File: src/tbtc_pkg.sv
// Package for the trace breakpoint trigger control block
package tbtc_pkg;

  // ---------------------------------------------------------------
  // Register selects within coprocessor register 23
  // ---------------------------------------------------------------
  localparam logic [2:0]  SEL_TRACE_BP_CTL = 3'h4;
  localparam logic [2:0]  SEL_CPLX_STATUS  = 3'h5;
  localparam logic [4:0]  REG_NUM_TRACE    = 5'h17;

  // ---------------------------------------------------------------
  // Field positions of the trace breakpoint control register
  // ---------------------------------------------------------------
  localparam int DATA_SEL_BIT   = 31;
  localparam int INSTR_SEL_BIT  = 15;
  localparam int DBP_EN_LSB     = 16;
  localparam int IBP_EN_LSB     = 0;
  localparam int NUM_IBP        = 6;
  localparam int NUM_DBP        = 2;

  // ---------------------------------------------------------------
  // Field positions of the complex breakpoint status register
  // ---------------------------------------------------------------
  localparam int STAT_RSVD_BIT  = 31;
  localparam int STAT_PRM_BIT   = 3;
  localparam int STAT_DQ_BIT    = 2;
  localparam int STAT_TUP_BIT   = 1;
  localparam int STAT_PASS_COUNTER_SEEN_BIT  = 0;

  // ---------------------------------------------------------------
  // Reset values
  // ---------------------------------------------------------------
  localparam logic [31:0] TRACE_BP_CTL_RST = 32'h0000_0000;
  localparam logic [3:0]  CPLX_STATUS_RST  = 4'h0;

  // Complex breakpoint conditions seen at a debug exception
  typedef struct packed {
    logic primed;
    logic data_qual;
    logic tuple_bp;
    logic pass_cnt;
  } tbtc_cplx_s;

  // Coprocessor register move request
  typedef struct packed {
    logic        wr;
    logic [4:0]  regnum;
    logic [2:0]  sel;
    logic [31:0] wdata;
  } tbtc_cop_req_s;

endpackage : tbtc_pkg

File: src/tbtc_trigger_gate.sv
// Trigger gating: breakpoint hits to one trace start request
`timescale 1ns/1ns
`default_nettype none

module tbtc_trigger_gate #(
  parameter int NUM_IBP = 6,
  parameter int NUM_DBP = 2
) (
  input  wire logic               clk_i,
  input  wire logic               srst_i,
  input  wire logic [NUM_IBP-1:0] ibp_hit_i,
  input  wire logic [NUM_DBP-1:0] dbp_hit_i,
  input  wire logic [NUM_IBP-1:0] ibp_en_i,
  input  wire logic [NUM_DBP-1:0] dbp_en_i,
  input  wire logic               instr_sel_i,
  input  wire logic               data_sel_i,
  input  wire logic               trace_on_i,
  output logic                    trace_start_o
);

  logic [NUM_IBP-1:0] ibp_pass;
  logic [NUM_DBP-1:0] dbp_pass;
  logic               next_trace_start;
  logic               trace_start;

  // ---------------------------------------------------------------
  // Per-breakpoint qualification
  // ---------------------------------------------------------------
  genvar g;
  generate
    for (g = 0; g < NUM_IBP; g++) begin : g_ibp
      // Hit, class enable and own enable all needed
      assign ibp_pass[g] = ibp_hit_i[g] & instr_sel_i & ibp_en_i[g];
    end
    for (g = 0; g < NUM_DBP; g++) begin : g_dbp
      assign dbp_pass[g] = dbp_hit_i[g] & data_sel_i & dbp_en_i[g];
    end
  endgenerate

  // ---------------------------------------------------------------
  // Start request
  // ---------------------------------------------------------------
  // Hits are only observed, never consumed, so the same breakpoint
  // may still raise its debug exception in parallel
  always_comb begin
    next_trace_start = trace_on_i & (|{ibp_pass, dbp_pass});
  end

  // Registered so the start pulse is glitch free
  always_ff @(posedge clk_i) begin
    if (srst_i) begin
      trace_start <= 1'b0;
    end else begin
      trace_start <= next_trace_start;
    end
  end

  assign trace_start_o = trace_start;

endmodule : tbtc_trigger_gate

`default_nettype wire

File: src/tbtc_top.sv
// Trace breakpoint control and complex breakpoint status registers
`timescale 1ns/1ns
`default_nettype none

module tbtc_top #(
  parameter bit CPLX_BP_PRESENT = 1'b1,
  parameter int NUM_IBP         = tbtc_pkg::NUM_IBP,
  parameter int NUM_DBP         = tbtc_pkg::NUM_DBP
) (
  input  wire logic                  clk_i,
  input  wire logic                  srst_i,
  // Coprocessor move interface
  input  wire tbtc_pkg::tbtc_cop_req_s cop_req_i,
  input  wire logic                  cop_valid_i,
  output logic [31:0]                cop_rdata_o,
  output logic                       cop_hit_o,
  // Breakpoint side
  input  wire logic [NUM_IBP-1:0]    ibp_hit_i,
  input  wire logic [NUM_DBP-1:0]    dbp_hit_i,
  input  wire logic                  debug_exc_i,
  input  wire tbtc_pkg::tbtc_cplx_s  cplx_seen_i,
  // Trace controller side
  input  wire logic                  trace_on_i,
  output logic                       trace_start_o
);

  // ---------------------------------------------------------------
  // Decode
  // ---------------------------------------------------------------
  function automatic logic sel_match(input tbtc_pkg::tbtc_cop_req_s r,
                                     input logic [2:0] s);
    sel_match = (r.regnum == tbtc_pkg::REG_NUM_TRACE) && (r.sel == s);
  endfunction : sel_match

  logic acc_ctl;
  logic acc_stat;

  assign acc_ctl  = cop_valid_i & sel_match(cop_req_i, tbtc_pkg::SEL_TRACE_BP_CTL);
  assign acc_stat = cop_valid_i & CPLX_BP_PRESENT
                  & sel_match(cop_req_i, tbtc_pkg::SEL_CPLX_STATUS);
  assign cop_hit_o = acc_ctl | acc_stat;

  // ---------------------------------------------------------------
  // Trace breakpoint control fields
  // ---------------------------------------------------------------
  // Only the implemented bits are flops; the gap reads as zero
  logic               data_sel;
  logic               instr_sel;
  logic [NUM_IBP-1:0] ibp_en;
  logic [NUM_DBP-1:0] dbp_en;
  logic               next_data_sel;
  logic               next_instr_sel;
  logic [NUM_IBP-1:0] next_ibp_en;
  logic [NUM_DBP-1:0] next_dbp_en;

  // Write path
  always_comb begin
    next_data_sel  = data_sel;
    next_instr_sel = instr_sel;
    next_ibp_en    = ibp_en;
    next_dbp_en    = dbp_en;
    if (acc_ctl && cop_req_i.wr) begin
      next_data_sel  = cop_req_i.wdata[tbtc_pkg::DATA_SEL_BIT];
      next_instr_sel = cop_req_i.wdata[tbtc_pkg::INSTR_SEL_BIT];
      next_ibp_en    = cop_req_i.wdata[tbtc_pkg::IBP_EN_LSB +: NUM_IBP];
      next_dbp_en    = cop_req_i.wdata[tbtc_pkg::DBP_EN_LSB +: NUM_DBP];
    end
  end

  // Control bits clear at reset so nothing triggers until enabled
  always_ff @(posedge clk_i) begin
    if (srst_i) begin
      data_sel  <= tbtc_pkg::TRACE_BP_CTL_RST[tbtc_pkg::DATA_SEL_BIT];
      instr_sel <= tbtc_pkg::TRACE_BP_CTL_RST[tbtc_pkg::INSTR_SEL_BIT];
      ibp_en    <= tbtc_pkg::TRACE_BP_CTL_RST[tbtc_pkg::IBP_EN_LSB +: NUM_IBP];
      dbp_en    <= tbtc_pkg::TRACE_BP_CTL_RST[tbtc_pkg::DBP_EN_LSB +: NUM_DBP];
    end else begin
      data_sel  <= next_data_sel;
      instr_sel <= next_instr_sel;
      ibp_en    <= next_ibp_en;
      dbp_en    <= next_dbp_en;
    end
  end

  // ---------------------------------------------------------------
  // Complex breakpoint status capture
  // ---------------------------------------------------------------
  // Read-only to software; loaded only by the debug exception
  tbtc_pkg::tbtc_cplx_s cplx_stat;
  tbtc_pkg::tbtc_cplx_s next_cplx_stat;

  always_comb begin
    next_cplx_stat = cplx_stat;
    if (debug_exc_i && CPLX_BP_PRESENT) begin
      next_cplx_stat.primed    = cplx_seen_i.primed;
      next_cplx_stat.data_qual = cplx_seen_i.data_qual;
      next_cplx_stat.tuple_bp  = cplx_seen_i.tuple_bp;
      next_cplx_stat.pass_cnt  = cplx_seen_i.pass_cnt;
    end
  end

  always_ff @(posedge clk_i) begin
    if (srst_i) begin
      cplx_stat <= tbtc_pkg::CPLX_STATUS_RST;
    end else begin
      cplx_stat <= next_cplx_stat;
    end
  end

  // ---------------------------------------------------------------
  // Read data
  // ---------------------------------------------------------------
  logic [31:0] next_rdata;
  logic [31:0] rdata;

  // Registered read: data appears the cycle after the move
  always_comb begin
    next_rdata = 32'h0000_0000;
    if (acc_ctl) begin
      next_rdata[tbtc_pkg::DATA_SEL_BIT]  = data_sel;
      next_rdata[tbtc_pkg::INSTR_SEL_BIT] = instr_sel;
      next_rdata[tbtc_pkg::IBP_EN_LSB +: NUM_IBP] = ibp_en;
      next_rdata[tbtc_pkg::DBP_EN_LSB +: NUM_DBP] = dbp_en;
    end else if (acc_stat) begin
      next_rdata[tbtc_pkg::STAT_RSVD_BIT] = 1'b1;
      next_rdata[tbtc_pkg::STAT_PRM_BIT]  = cplx_stat.primed;
      next_rdata[tbtc_pkg::STAT_DQ_BIT]   = cplx_stat.data_qual;
      next_rdata[tbtc_pkg::STAT_TUP_BIT]  = cplx_stat.tuple_bp;
      next_rdata[tbtc_pkg::STAT_PASS_COUNTER_SEEN_BIT] = cplx_stat.pass_cnt;
    end
  end

  always_ff @(posedge clk_i) begin
    if (srst_i) begin
      rdata <= 32'h0000_0000;
    end else begin
      rdata <= next_rdata;
    end
  end

  assign cop_rdata_o = rdata;

  // ---------------------------------------------------------------
  // Trigger gating
  // ---------------------------------------------------------------
  tbtc_trigger_gate #(
    .NUM_IBP (NUM_IBP),
    .NUM_DBP (NUM_DBP)
  ) u_gate (
    .clk_i         (clk_i),
    .srst_i        (srst_i),
    .ibp_hit_i     (ibp_hit_i),
    .dbp_hit_i     (dbp_hit_i),
    .ibp_en_i      (ibp_en),
    .dbp_en_i      (dbp_en),
    .instr_sel_i   (instr_sel),
    .data_sel_i    (data_sel),
    .trace_on_i    (trace_on_i),
    .trace_start_o (trace_start_o)
  );

endmodule : tbtc_top

`default_nettype wire

File: config.mk
export PLATFORM = sky130hd
export DESIGN_NAME = tbtc_top
export DESIGN_NICKNAME = d
export VERILOG_FILES = /design/src/tbtc_pkg.sv /design/src/tbtc_trigger_gate.sv /design/src/tbtc_top.sv
export SDC_FILE = /design/constraint.sdc
export NUM_CORES = 1
export LEC_CHECK = 0
export ABC_AREA = 1
export CAP_MARGIN = 10
export CORE_MARGIN = 2
export CORE_UTILIZATION = 65
export DETAILED_ROUTE_END_ITERATION = 12
export DONT_BUFFER_PORTS = 1
export PLACE_DENSITY = 0.81
export SKIP_LAST_GASP = 1
export SYNTH_ARGS = -nofsm -noshare
export SYNTH_HDL_FRONTEND = slang
export SYNTH_SLANG_ARGS = --single-unit
File: constraint.sdc
create_clock -name clk_i -period 2.65 [get_ports clk_i]
set_input_delay 0.3975 -clock clk_i [delete_from_list [all_inputs] [get_ports clk_i]]
set_output_delay 0.3975 -clock clk_i [all_outputs]
set_load 0.05 [all_outputs]
* After elaboration in Yosys (flattened, before gate mapping)
Cells that the tools add are included.
Word-level totals: bits in registers 47, input port bits 58, output and inout port bits 34, word-level logic and storage cells 45
Cells by class: eq/ne operators 3, mux-type cells 4, bitwise operators 21, reduce and logical (&&, ||, !) cells 5
Operators by type and width (count):
- $and 1x1->1 | 19
- $mux 4 | 2
- $reduce_or 8->1 | 1
- $eq 3x3->1 const B | 2
- $eq 5x5->1 const B | 1
- $logic_and 1x1->1 | 3
- $mux 1 | 2
- $reduce_or 2->1 | 1
- $not 1->1 | 1
- $or 1x1->1 | 1

* Depth between registers and ports, before layout
Gate-level depths: netlist of the first run.
depth after elaboration 5, mapped depth 7, gate-level depth less buffers 7

* Hierarchy
From an unflattened synthesis of the first run, not the netlist that was laid out.
Second synthesis, totals: cells, all modules 172, area total of the unflattened synthesis 1265.0 µm²
By module, submodules not included:
- tbtc_top | instances 1, cells each 154, area each 1161.1 µm²
- tbtc_trigger_gate | instances 1, cells each 18, area each 103.8 µm²

* Worst setup path after synthesis of the first run
Ideal clock, no wire load.
kind input port to output port, start input cop_req_i[36] (netlist name), end output cop_hit_o, arrival time 1.683 ns, path slack 0.570 ns, stages 2, buffers on the path 0, cell sequence nand3_1 nor3_1
On the way: cells in the longest elaborated chain, start to end 4, elaborated cells between the ends (all ways) 6
Ends and longest elaborated chain:
- start: declaration | RTL line tbtc_top.sv:13 | input wire tbtc_pkg::tbtc_cop_req_s cop_req_i,
- $eq 5x5->1 (*) | RTL line tbtc_top.sv:32 | sel_match = (r.regnum == tbtc_pkg::REG_NUM_TRACE) && (r.sel == s);
- $logic_and 1x1->1 | RTL line tbtc_top.sv:32
- $and 1x1->1 (on tied branches) | RTL line tbtc_top.sv:38, tbtc_top.sv:40
- $or 1x1->1 (*) | RTL line tbtc_top.sv:41 | assign cop_hit_o = acc_ctl | acc_stat;
- end: declaration | RTL line tbtc_top.sv:16 | output logic cop_hit_o,
Mark *: on every way between the ends. The rest lies on a longest branch, timed or not.

* Worst setup path after layout of the first run
start register rdata[0] (netlist: cop_rdata_o[0]), end output cop_rdata_o[0]
RTL lines:
- start: declaration | RTL line tbtc_top.sv:114 | logic [31:0] rdata;
- start signal: assignment | RTL line tbtc_top.sv:137 | rdata <= next_rdata;
- end: declaration | RTL line tbtc_top.sv:15 | output logic [31:0] cop_rdata_o,
No word-level cell between the ends.

==> impl_metrics.env, run 1 <==
export IMPL_run_status="complete, no violations"
export IMPL_cp_required_ns=2.25
export IMPL_rsz0062_at_grt="no"
export IMPL_gr_total_overflow=0
export IMPL_drv_cap=0
export IMPL_cts_clk_slew_worst_paths_ns=0.13
export IMPL_dp_final_hpwl_mm=1.68
export IMPL_final_antenna_net_count=0
export IMPL_hold_violations=0
export IMPL_r2r_cells=4
export IMPL_drc_errors=0
export IMPL_clkLatencyLatePin_ns=0.32
export IMPL_vdd_drop_max_uv=329
export IMPL_path_max_fanout=1
export IMPL_initial_core_util=0.669
export IMPL_grt_max_degree=22
export IMPL_avgSynthCellArea_um2=7.07
export IMPL_cts_hold_buf=0
export IMPL_post_cts_buffers=0
export IMPL_met3_usage=0.0444
export IMPL_syn_cell_area_um2=1270
export IMPL_post_route_period_util=0.516
export IMPL_cts_resized=0
export IMPL_worst_setup_path_type="register to output pin"
export IMPL_dr_first_iter_drc_count=9
export IMPL_maxSlewViolCount=0
export IMPL_postLayoutCoreUtil=0.648
export IMPL_grt_pass1_vias=812
export IMPL_whs_ns=0.184
export IMPL_final_min_clock_period_ns=1.37
export IMPL_yosysSeqAreaShare=0.393
export IMPL_gp_congestion=0.778
export IMPL_numCtsBuffers=3
export IMPL_tightest_slew_ns=0.583
export IMPL_grt_pass1_wl_mm=3.27
export IMPL_wl_per_cell_um=10.5
export IMPL_root_buffer="clkbuf_4"
export IMPL_synth_most_common_cell="inv_1"
export IMPL_synth_commonest_cells="35 x inv_1, 32 x nand2_1, 26 x nor2_1"
export IMPL_clockBufferDepth=2
export IMPL_multiInputGateArea_um2=533
export IMPL_synthFlopType="dfxtp_1"
export IMPL_async_flop_share=0
export IMPL_worstReg2RegStart="instr_sel"
export IMPL_regArea_um2=500
export IMPL_fillers=165
export IMPL_cts_num_sinks=25
export IMPL_num_vias=977
export IMPL_cp_arrival_ns=0.97
export IMPL_clock_fmax_mhz=731
export IMPL_netlist_instances=180
export IMPL_antenna_found_initial=0
export IMPL_yosysWarnings=0
export IMPL_ios=92
export IMPL_leakage_nw=0.604
export IMPL_slew_headroom=0.611
export IMPL_synth_seq_cells=25
export IMPL_die_y_um=48.2
export IMPL_rows=16
export IMPL_dieArea_um2=2330
export IMPL_die_w_um=48.2
export IMPL_track_usage=0.208
export IMPL_r2r_end="u_gate.trace_start_o"
export IMPL_met2_usage=0.379
export IMPL_wl_mm=2.17
export IMPL_first_pass_iters=4
export IMPL_synth_top_area_cell="dfxtp_1"
export IMPL_yosys_top_cells_area="dfxtp_1 39%, buf_4 14%, inv_1 10%, nand2_1 9.4%, nor2_1 7.7%"
export IMPL_setup_tns_ns=0
export IMPL_drive_above_1_share=0.0559
export IMPL_skew_ns=0.00272
export IMPL_yosysUniqueCellTypes=18
export IMPL_worstHoldEndpoint="u_gate.trace_start_o"
export IMPL_busiest_layer="met2"
export IMPL_fin_nets=238
export IMPL_min_from="trace_on_i"
export IMPL_cp_end_kind="output pin"
export IMPL_holdPathStages=2
export IMPL_area_growth_pct=-3.15
export IMPL_num_antenna_cells=0
export IMPL_finalSetupViolations=0
export IMPL_r2r_setup_slack_ns=1.78
export IMPL_placeableCoreArea_um2=1900
export IMPL_powerDensity_nw_per_um2=524
export IMPL_htreeDepth=1
export IMPL_vias_per_cell=4.74
export IMPL_use_met1=0.218
export IMPL_synth_top_area_frac=0.393
export IMPL_io_buffers=0
export IMPL_synth_edf_count=0
export IMPL_start_kind="register"
export IMPL_hp_class="primary input to register"
export IMPL_cts_tree="done"
-- where the power goes --
group          leakage (nW)  total (mW)  switching [mW]  internal [mW]
Sequential            0.202       0.382         0.00203          0.380
Combinational         0.387      0.0961          0.0872        0.00884
Clock                0.0150       0.168           0.109         0.0590
Total                 0.604       0.646           0.198          0.448
-- layout by cell type, fill, tap and decap left out --
cell,n
dfxtp_1,25
o211a_1,1
o22ai_1,4
nor2_4,2
nand2_1,32
clkbuf_4,3
clkbuf_1,1
buf_4,1
inv_1,35
o21ai_0,4
nand3_2,2
nor3_2,1
nand3_4,1
nor2_1,26
nand4_1,10
nand3_1,7
a21oi_1,2
conb_1,22
-- cell families after synthesis --
kind of cell / Yosys count / synth area share
AND/OR/NAND/NOR: 81 / 0.299
buffers and inverters: 62 / 0.254
flip-flops: 25 / 0.393
AO/OA/AOI/OAI: 11 / 0.0511
other: 1 / 0.00295
-- sequential cells by signal, summed over array words and instances, names as in the netlist --
register / cells
cop_rdata_o: 10
cplx_stat: 4
data_sel: 1
dbp_en: 2
ibp_en: 6
instr_sel: 1
u_gate.trace_start_o: 1
-- metrics by stage --
stage	power (mW)	instances	setup slack [ns]	instance area [µm²]
finish	0.646	206	1.28	1230
detailed placement	0.486	202	1.26	1210
CTS	0.649	206	1.28	1230
global route	0.671	206	1.24	1230
global placement	0.485	202	1.26	1210
floorplan	0.510	201	0.570	1350
-- worst max-delay path by stage --
stage / end / depth (start not counted) / slack, ns / startpoint
2_1_floorplan: cop_hit_o / 2 / 0.57 / cop_req_i[36]
3_3_place_gp: cop_rdata_o[1] / 3 / 1.26 / srst_i
3_5_place_dp: cop_rdata_o[0] / 3 / 1.26 / srst_i
4_1_cts: cop_rdata_o[0] / 0 / 1.28 / cop_rdata_o[0]
5_1_grt: cop_rdata_o[3] / 0 / 1.24 / cop_rdata_o[3]
6_report: cop_rdata_o[0] / 0 / 1.28 / cop_rdata_o[0]
-- area by class of cell --
| type | instances | share of cell area |
|---|---|---|
| Clock buffer | 4 | 0.0213 |
| Inverter | 35 | 0.107 |
| Multi-Input combinational cell | 114 | 0.432 |
| Sequential cell | 25 | 0.406 |
| Tap cell | 27 | 0.0274 |
| Timing Repair Buffer | 1 | 0.00609 |
-- metal layers --
metal | routed length, µm | vias up
li1 | - | 502
met5 | 0 | -
met2 | 1140 | 40
met4 | 48 | 0
met3 | 158 | 5
met1 | 818 | 430
Note: power is estimated with default switching activity, not from simulation.
==> run 2, diff against run 1 <==
CORE_UTILIZATION = 61   (was 65)
PLACE_DENSITY = 0.77   (was 0.81)
clock period = 1.4 ns   (was 2.65 ns; I/O delays follow)
==> run 2 against run 1 <==
Compared with the run above:
- setup slack lost 1.0 ns
- first-iteration DRC count grew 89%
- design area grew 2.1%
- register-to-register slack lost 1.3 ns
- cell count grew 1.5%
- critical path depth is the same
- power grew 89%
- hold slack lost 0.16 ns
- clock power grew 86%
- non-clock buffer count grew 3
- die area grew 6.0%
- count of clock-buffer cells in the layout shrank 1
- critical path type unchanged
- critical endpoint is now cop_rdata_o[3]
- largest cell class unchanged
==> impl_metrics.env, run 2 (synthesized netlist as in run 1, its figures left out) <==
export IMPL_rows=16
export IMPL_vdd_drop_max_uv=719
export IMPL_clock_power_share=0.255
export IMPL_cts_tree="done"
export IMPL_grt_max_degree=16
export IMPL_post_route_period_util=0.832
export IMPL_antenna_found_initial=0
export IMPL_final_min_clock_period_ns=1.16
export IMPL_final_common_cell="inv_1"
export IMPL_setup_ws_ns=0.235
export IMPL_drv_cap=0
export IMPL_r2r_setup_slack_ns=0.52
export IMPL_internal_power_mw=0.848
export IMPL_wl_per_cell_um=10.3
export IMPL_die_y_um=49.7
export IMPL_num_vias=968
export IMPL_path_max_fanout=1
export IMPL_clock_fmax_mhz=859
export IMPL_grt_pass1_vias=835
export IMPL_dp_final_hpwl_mm=1.67
export IMPL_final_antenna_net_count=0
export IMPL_vias_per_cell=4.63
export IMPL_die_w_um=49.7
export IMPL_swShare=0.306
export IMPL_area_growth_pct=-1.08
export IMPL_largest_reg_flops=10
export IMPL_htreeDepth=1
export IMPL_placeableCoreArea_um2=1960
export IMPL_rsz0062_at_grt="no"
export IMPL_dpl_worst_slack_ns=0.234
export IMPL_cp_end_kind="output pin"
export IMPL_r2r_end="u_gate.trace_start_o"
export IMPL_combPwrFrac=0.153
export IMPL_num_antenna_cells=0
export IMPL_fillers=212
export IMPL_seqPwrFrac=0.592
export IMPL_powerDensity_nw_per_um2=971
export IMPL_finalSetupViolations=0
export IMPL_numCtsBuffers=3
export IMPL_switchingPower_mw=0.374
export IMPL_grt_pass1_wl_mm=3.30
export IMPL_clkLatencyLatePin_ns=0.31
export IMPL_drive_above_1_share=0.0714
export IMPL_start_kind="register"
export IMPL_gp_congestion=0.801
export IMPL_cts_clk_slew_worst_paths_ns=0.13
export IMPL_gr_total_overflow=0
export IMPL_maxSlewViolCount=0
export IMPL_cp_required_ns=1.19
export IMPL_run_status="complete, no violations"
export IMPL_post_cts_buffers=0
export IMPL_wl_mm=2.16
export IMPL_leakage_nw=0.621
export IMPL_dr_first_iter_drc_count=17
export IMPL_track_usage=0.174
export IMPL_initial_core_util=0.649
export IMPL_skew_ns=0.00475
export IMPL_worst_setup_path_type="register to output pin"
export IMPL_cts_resized=0
export IMPL_whs_ns=0.0232
export IMPL_setup_tns_ns=0
export IMPL_cts_num_sinks=25
export IMPL_hold_violations=0
export IMPL_cp_arrival_ns=0.95
export IMPL_fin_nets=241
export IMPL_io_buffers=0
export IMPL_drc_errors=0
export IMPL_layout_common_cells="35 x inv_1, 32 x nand2_1, 26 x nor2_1"
export IMPL_hp_class="primary input to register"
export IMPL_clockBufferDepth=2
export IMPL_holdPathStages=2
export IMPL_r2r_cells=4
export IMPL_dieArea_um2=2470
export IMPL_worstHoldEndpoint="cplx_stat[2]"
export IMPL_final_area_um2=1260
export IMPL_root_buffer="clkbuf_4"
export IMPL_first_pass_iters=4
export IMPL_worstReg2RegStart="instr_sel"
export IMPL_ios=92
export IMPL_cts_hold_buf=0
export IMPL_place_area_um2=1220
export IMPL_min_from="cplx_seen_i[2]"
run 2: changes by cell type in the layout (fill, tap and decap cells not counted), sizes merged:
cell	change
buf	+2
clkbuf	-1
clkinv	+1
dlygate4sd3	+1
run 2: metal layers:
metal / wire length [µm] / track usage / up-vias
met4: 35 / 0.0972 / 0
met2: 1030 / 0.311 / 44
met3: 181 / 0.0485 / 4
li1: - / - / 508
met5: 0 / 0 / -
met1: 916 / 0.182 / 412
run 2: metrics by stage:
step                      total power, mW  std cells   util
after global routing                 1.28        209  0.642
after global placement              0.922        204  0.622
after detailed placement            0.923        204  0.622
final                                1.22        209  0.642
after CTS                            1.23        208  0.636
after floorplan                     0.965        201      -
run 2: worst max path at each step:
stage	endpoint	from	cells after the start
after floorplan	cop_rdata_o[31]	cop_req_i[36]	3
after detailed placement	cop_rdata_o[3]	cop_req_i[36]	4
final	cop_rdata_o[3]	cop_rdata_o[3]	0
after global placement	cop_rdata_o[0]	cop_req_i[38]	5
after global routing	cop_rdata_o[5]	cop_rdata_o[5]	0
after CTS	cop_rdata_o[3]	cop_rdata_o[3]	0
run 2: power by group through the flow:
stage	Sequential [mW]	Clock [mW]	Combinational, mW
detailed placement	0.739	0	0.183
global placement	0.739	0	0.182
CTS	0.724	0.320	0.184
floorplan	0.738	0	0.227
global route	0.725	0.353	0.198
finish	0.724	0.312	0.187
run 2: layout make-up:
type | count | area, µm² | area share
multi-input cells | 114 | 533 | 0.423
flip-flops and latches | 25 | 500 | 0.398
inverters | 35 | 131 | 0.104
well taps | 27 | 33.8 | 0.0268
repair buffers | 4 | 32.5 | 0.0258
clock buffers | 3 | 22.5 | 0.0179
clock inverters | 1 | 5.00 | 0.00398
==> run 3, diff against run 2 <==
clock period = 1.2 ns   (was 1.4 ns; I/O delays follow)
==> run 3 against run 2 <==
Compared with the run above:
- die area unchanged
- count of clock-buffer cells in the layout increased by 1
- first-iteration DRC count decreased by 5.9%
- cell count increased by 1.9%
- wire length increased by 0.88%
- sequential share of layout area decreased by 1.6 points
- register-to-register slack got worse by 0.19 ns
- clock skew increased by 0.0018 ns
- hold slack got worse by 0.014 ns
- largest power group unchanged
==> impl_metrics.env, run 3 (synthesized netlist as in run 1, its figures left out) <==
export IMPL_vias_per_cell=4.70
export IMPL_dp_final_hpwl_mm=1.69
export IMPL_setup_tns_ns=0
export IMPL_largest_reg_flops=10
export IMPL_cts_clk_slew_worst_paths_ns=0.13
export IMPL_fin_nets=245
export IMPL_final_common_cell="inv_1"
export IMPL_skew_ns=0.00660
export IMPL_internal_power_mw=1.00
export IMPL_clockBufferDepth=2
export IMPL_powerDensity_nw_per_um2=1090
export IMPL_cts_tree="done"
export IMPL_drive_above_1_share=0.0753
export IMPL_path_max_fanout=1
export IMPL_first_pass_iters=4
export IMPL_num_vias=1001
export IMPL_clock_power_share=0.252
export IMPL_fillers=186
export IMPL_ios=92
export IMPL_gp_congestion=0.765
export IMPL_final_min_clock_period_ns=1.14
export IMPL_final_antenna_net_count=0
export IMPL_drc_errors=0
export IMPL_leakage_nw=0.649
export IMPL_clock_fmax_mhz=878
export IMPL_root_buffer="clkbuf_4"
export IMPL_rsz0062_at_grt="no"
export IMPL_cp_end_kind="output pin"
export IMPL_dpl_worst_slack_ns=0.0885
export IMPL_wl_per_cell_um=10.2
export IMPL_dr_first_iter_drc_count=16
export IMPL_whs_ns=0.00872
export IMPL_layout_common_cells="35 x inv_1, 32 x nand2_1, 26 x nor2_1"
export IMPL_drv_cap=0
export IMPL_grt_pass1_vias=872
export IMPL_final_area_um2=1310
export IMPL_setup_ws_ns=0.0611
export IMPL_track_usage=0.191
export IMPL_grt_pass1_wl_mm=3.59
export IMPL_die_y_um=49.7
export IMPL_dieArea_um2=2470
export IMPL_htreeDepth=1
export IMPL_cp_arrival_ns=0.96
export IMPL_io_buffers=0
export IMPL_place_area_um2=1250
export IMPL_wl_mm=2.18
export IMPL_cts_num_sinks=25
export IMPL_combPwrFrac=0.159
export IMPL_maxSlewViolCount=0
export IMPL_gr_total_overflow=0
export IMPL_worst_setup_path_type="register to output pin"
export IMPL_start_kind="register"
export IMPL_hold_violations=0
export IMPL_area_growth_pct=3.05
export IMPL_post_route_period_util=0.949
export IMPL_swShare=0.302
export IMPL_vdd_drop_max_uv=800
export IMPL_postLayoutCoreUtil=0.668
export IMPL_finalSetupViolations=0
export IMPL_numCtsBuffers=3
export IMPL_die_w_um=49.7
export IMPL_grt_max_degree=14
export IMPL_antenna_found_initial=0
export IMPL_num_antenna_cells=0
export IMPL_rows=16
export IMPL_run_status="complete, no violations"
export IMPL_seqPwrFrac=0.589
export IMPL_placeableCoreArea_um2=1960
export IMPL_cp_required_ns=1.02
export IMPL_hp_class="primary input to register"
export IMPL_switchingPower_mw=0.433
export IMPL_initial_core_util=0.649
export IMPL_clkLatencyLatePin_ns=0.31
## run 3: area by class of cell
type	count	area, µm²	share of cell area
Clock buffer	4	26.3	0.0200
Inverter	35	131	0.100
Multi-Input combinational cell	114	539	0.411
Sequential cell	25	500	0.382
Tap cell	27	33.8	0.0258
Timing Repair Buffer	8	80.1	0.0611
## run 3: through the flow
step                      total power, mW  cells
after floorplan                      1.13    201
after global placement               1.08    206
after detailed placement             1.08    206
after CTS                            1.45    213
after global routing                 1.50    213
final                                1.43    213
## run 3: metal layers
layer | part of all wire | GRT usage
met1 | 0.40 | 0.207
met2 | 0.48 | 0.336
met3 | 0.097 | 0.0424
met4 | 0.023 | 0.111
met5 | 0 | 0
## run 3: path summary, 6_finish.rpt
path,from,to,slack (ns),cells after the start
worst max-delay path,cop_rdata_o[31],cop_rdata_o[31],0.06,0
worst min-delay path,cplx_seen_i[0],cplx_stat[0],0.009,2
worst max register to register,instr_sel,u_gate.trace_start_o,0.33,4
worst min register to register,ibp_en[5],cop_rdata_o[5],0.46,2
## run 3: power groups by stage
stage / Combinational (mW) / Sequential (mW) / Clock [mW]
finish: 0.228 / 0.844 / 0.362
CTS: 0.227 / 0.844 / 0.377
floorplan: 0.267 / 0.861 / 0
global placement: 0.217 / 0.862 / 0
global route: 0.243 / 0.846 / 0.409
detailed placement: 0.219 / 0.863 / 0
## run 3: what timing repair did
action | in CTS | in global routing
hold buffers | 3 | 0
buffers inserted | 0 | 0
resized for setup | 0 | 0
endpoints found under the hold margin | 3 | 0
endpoints found under the setup margin | 0 | 0
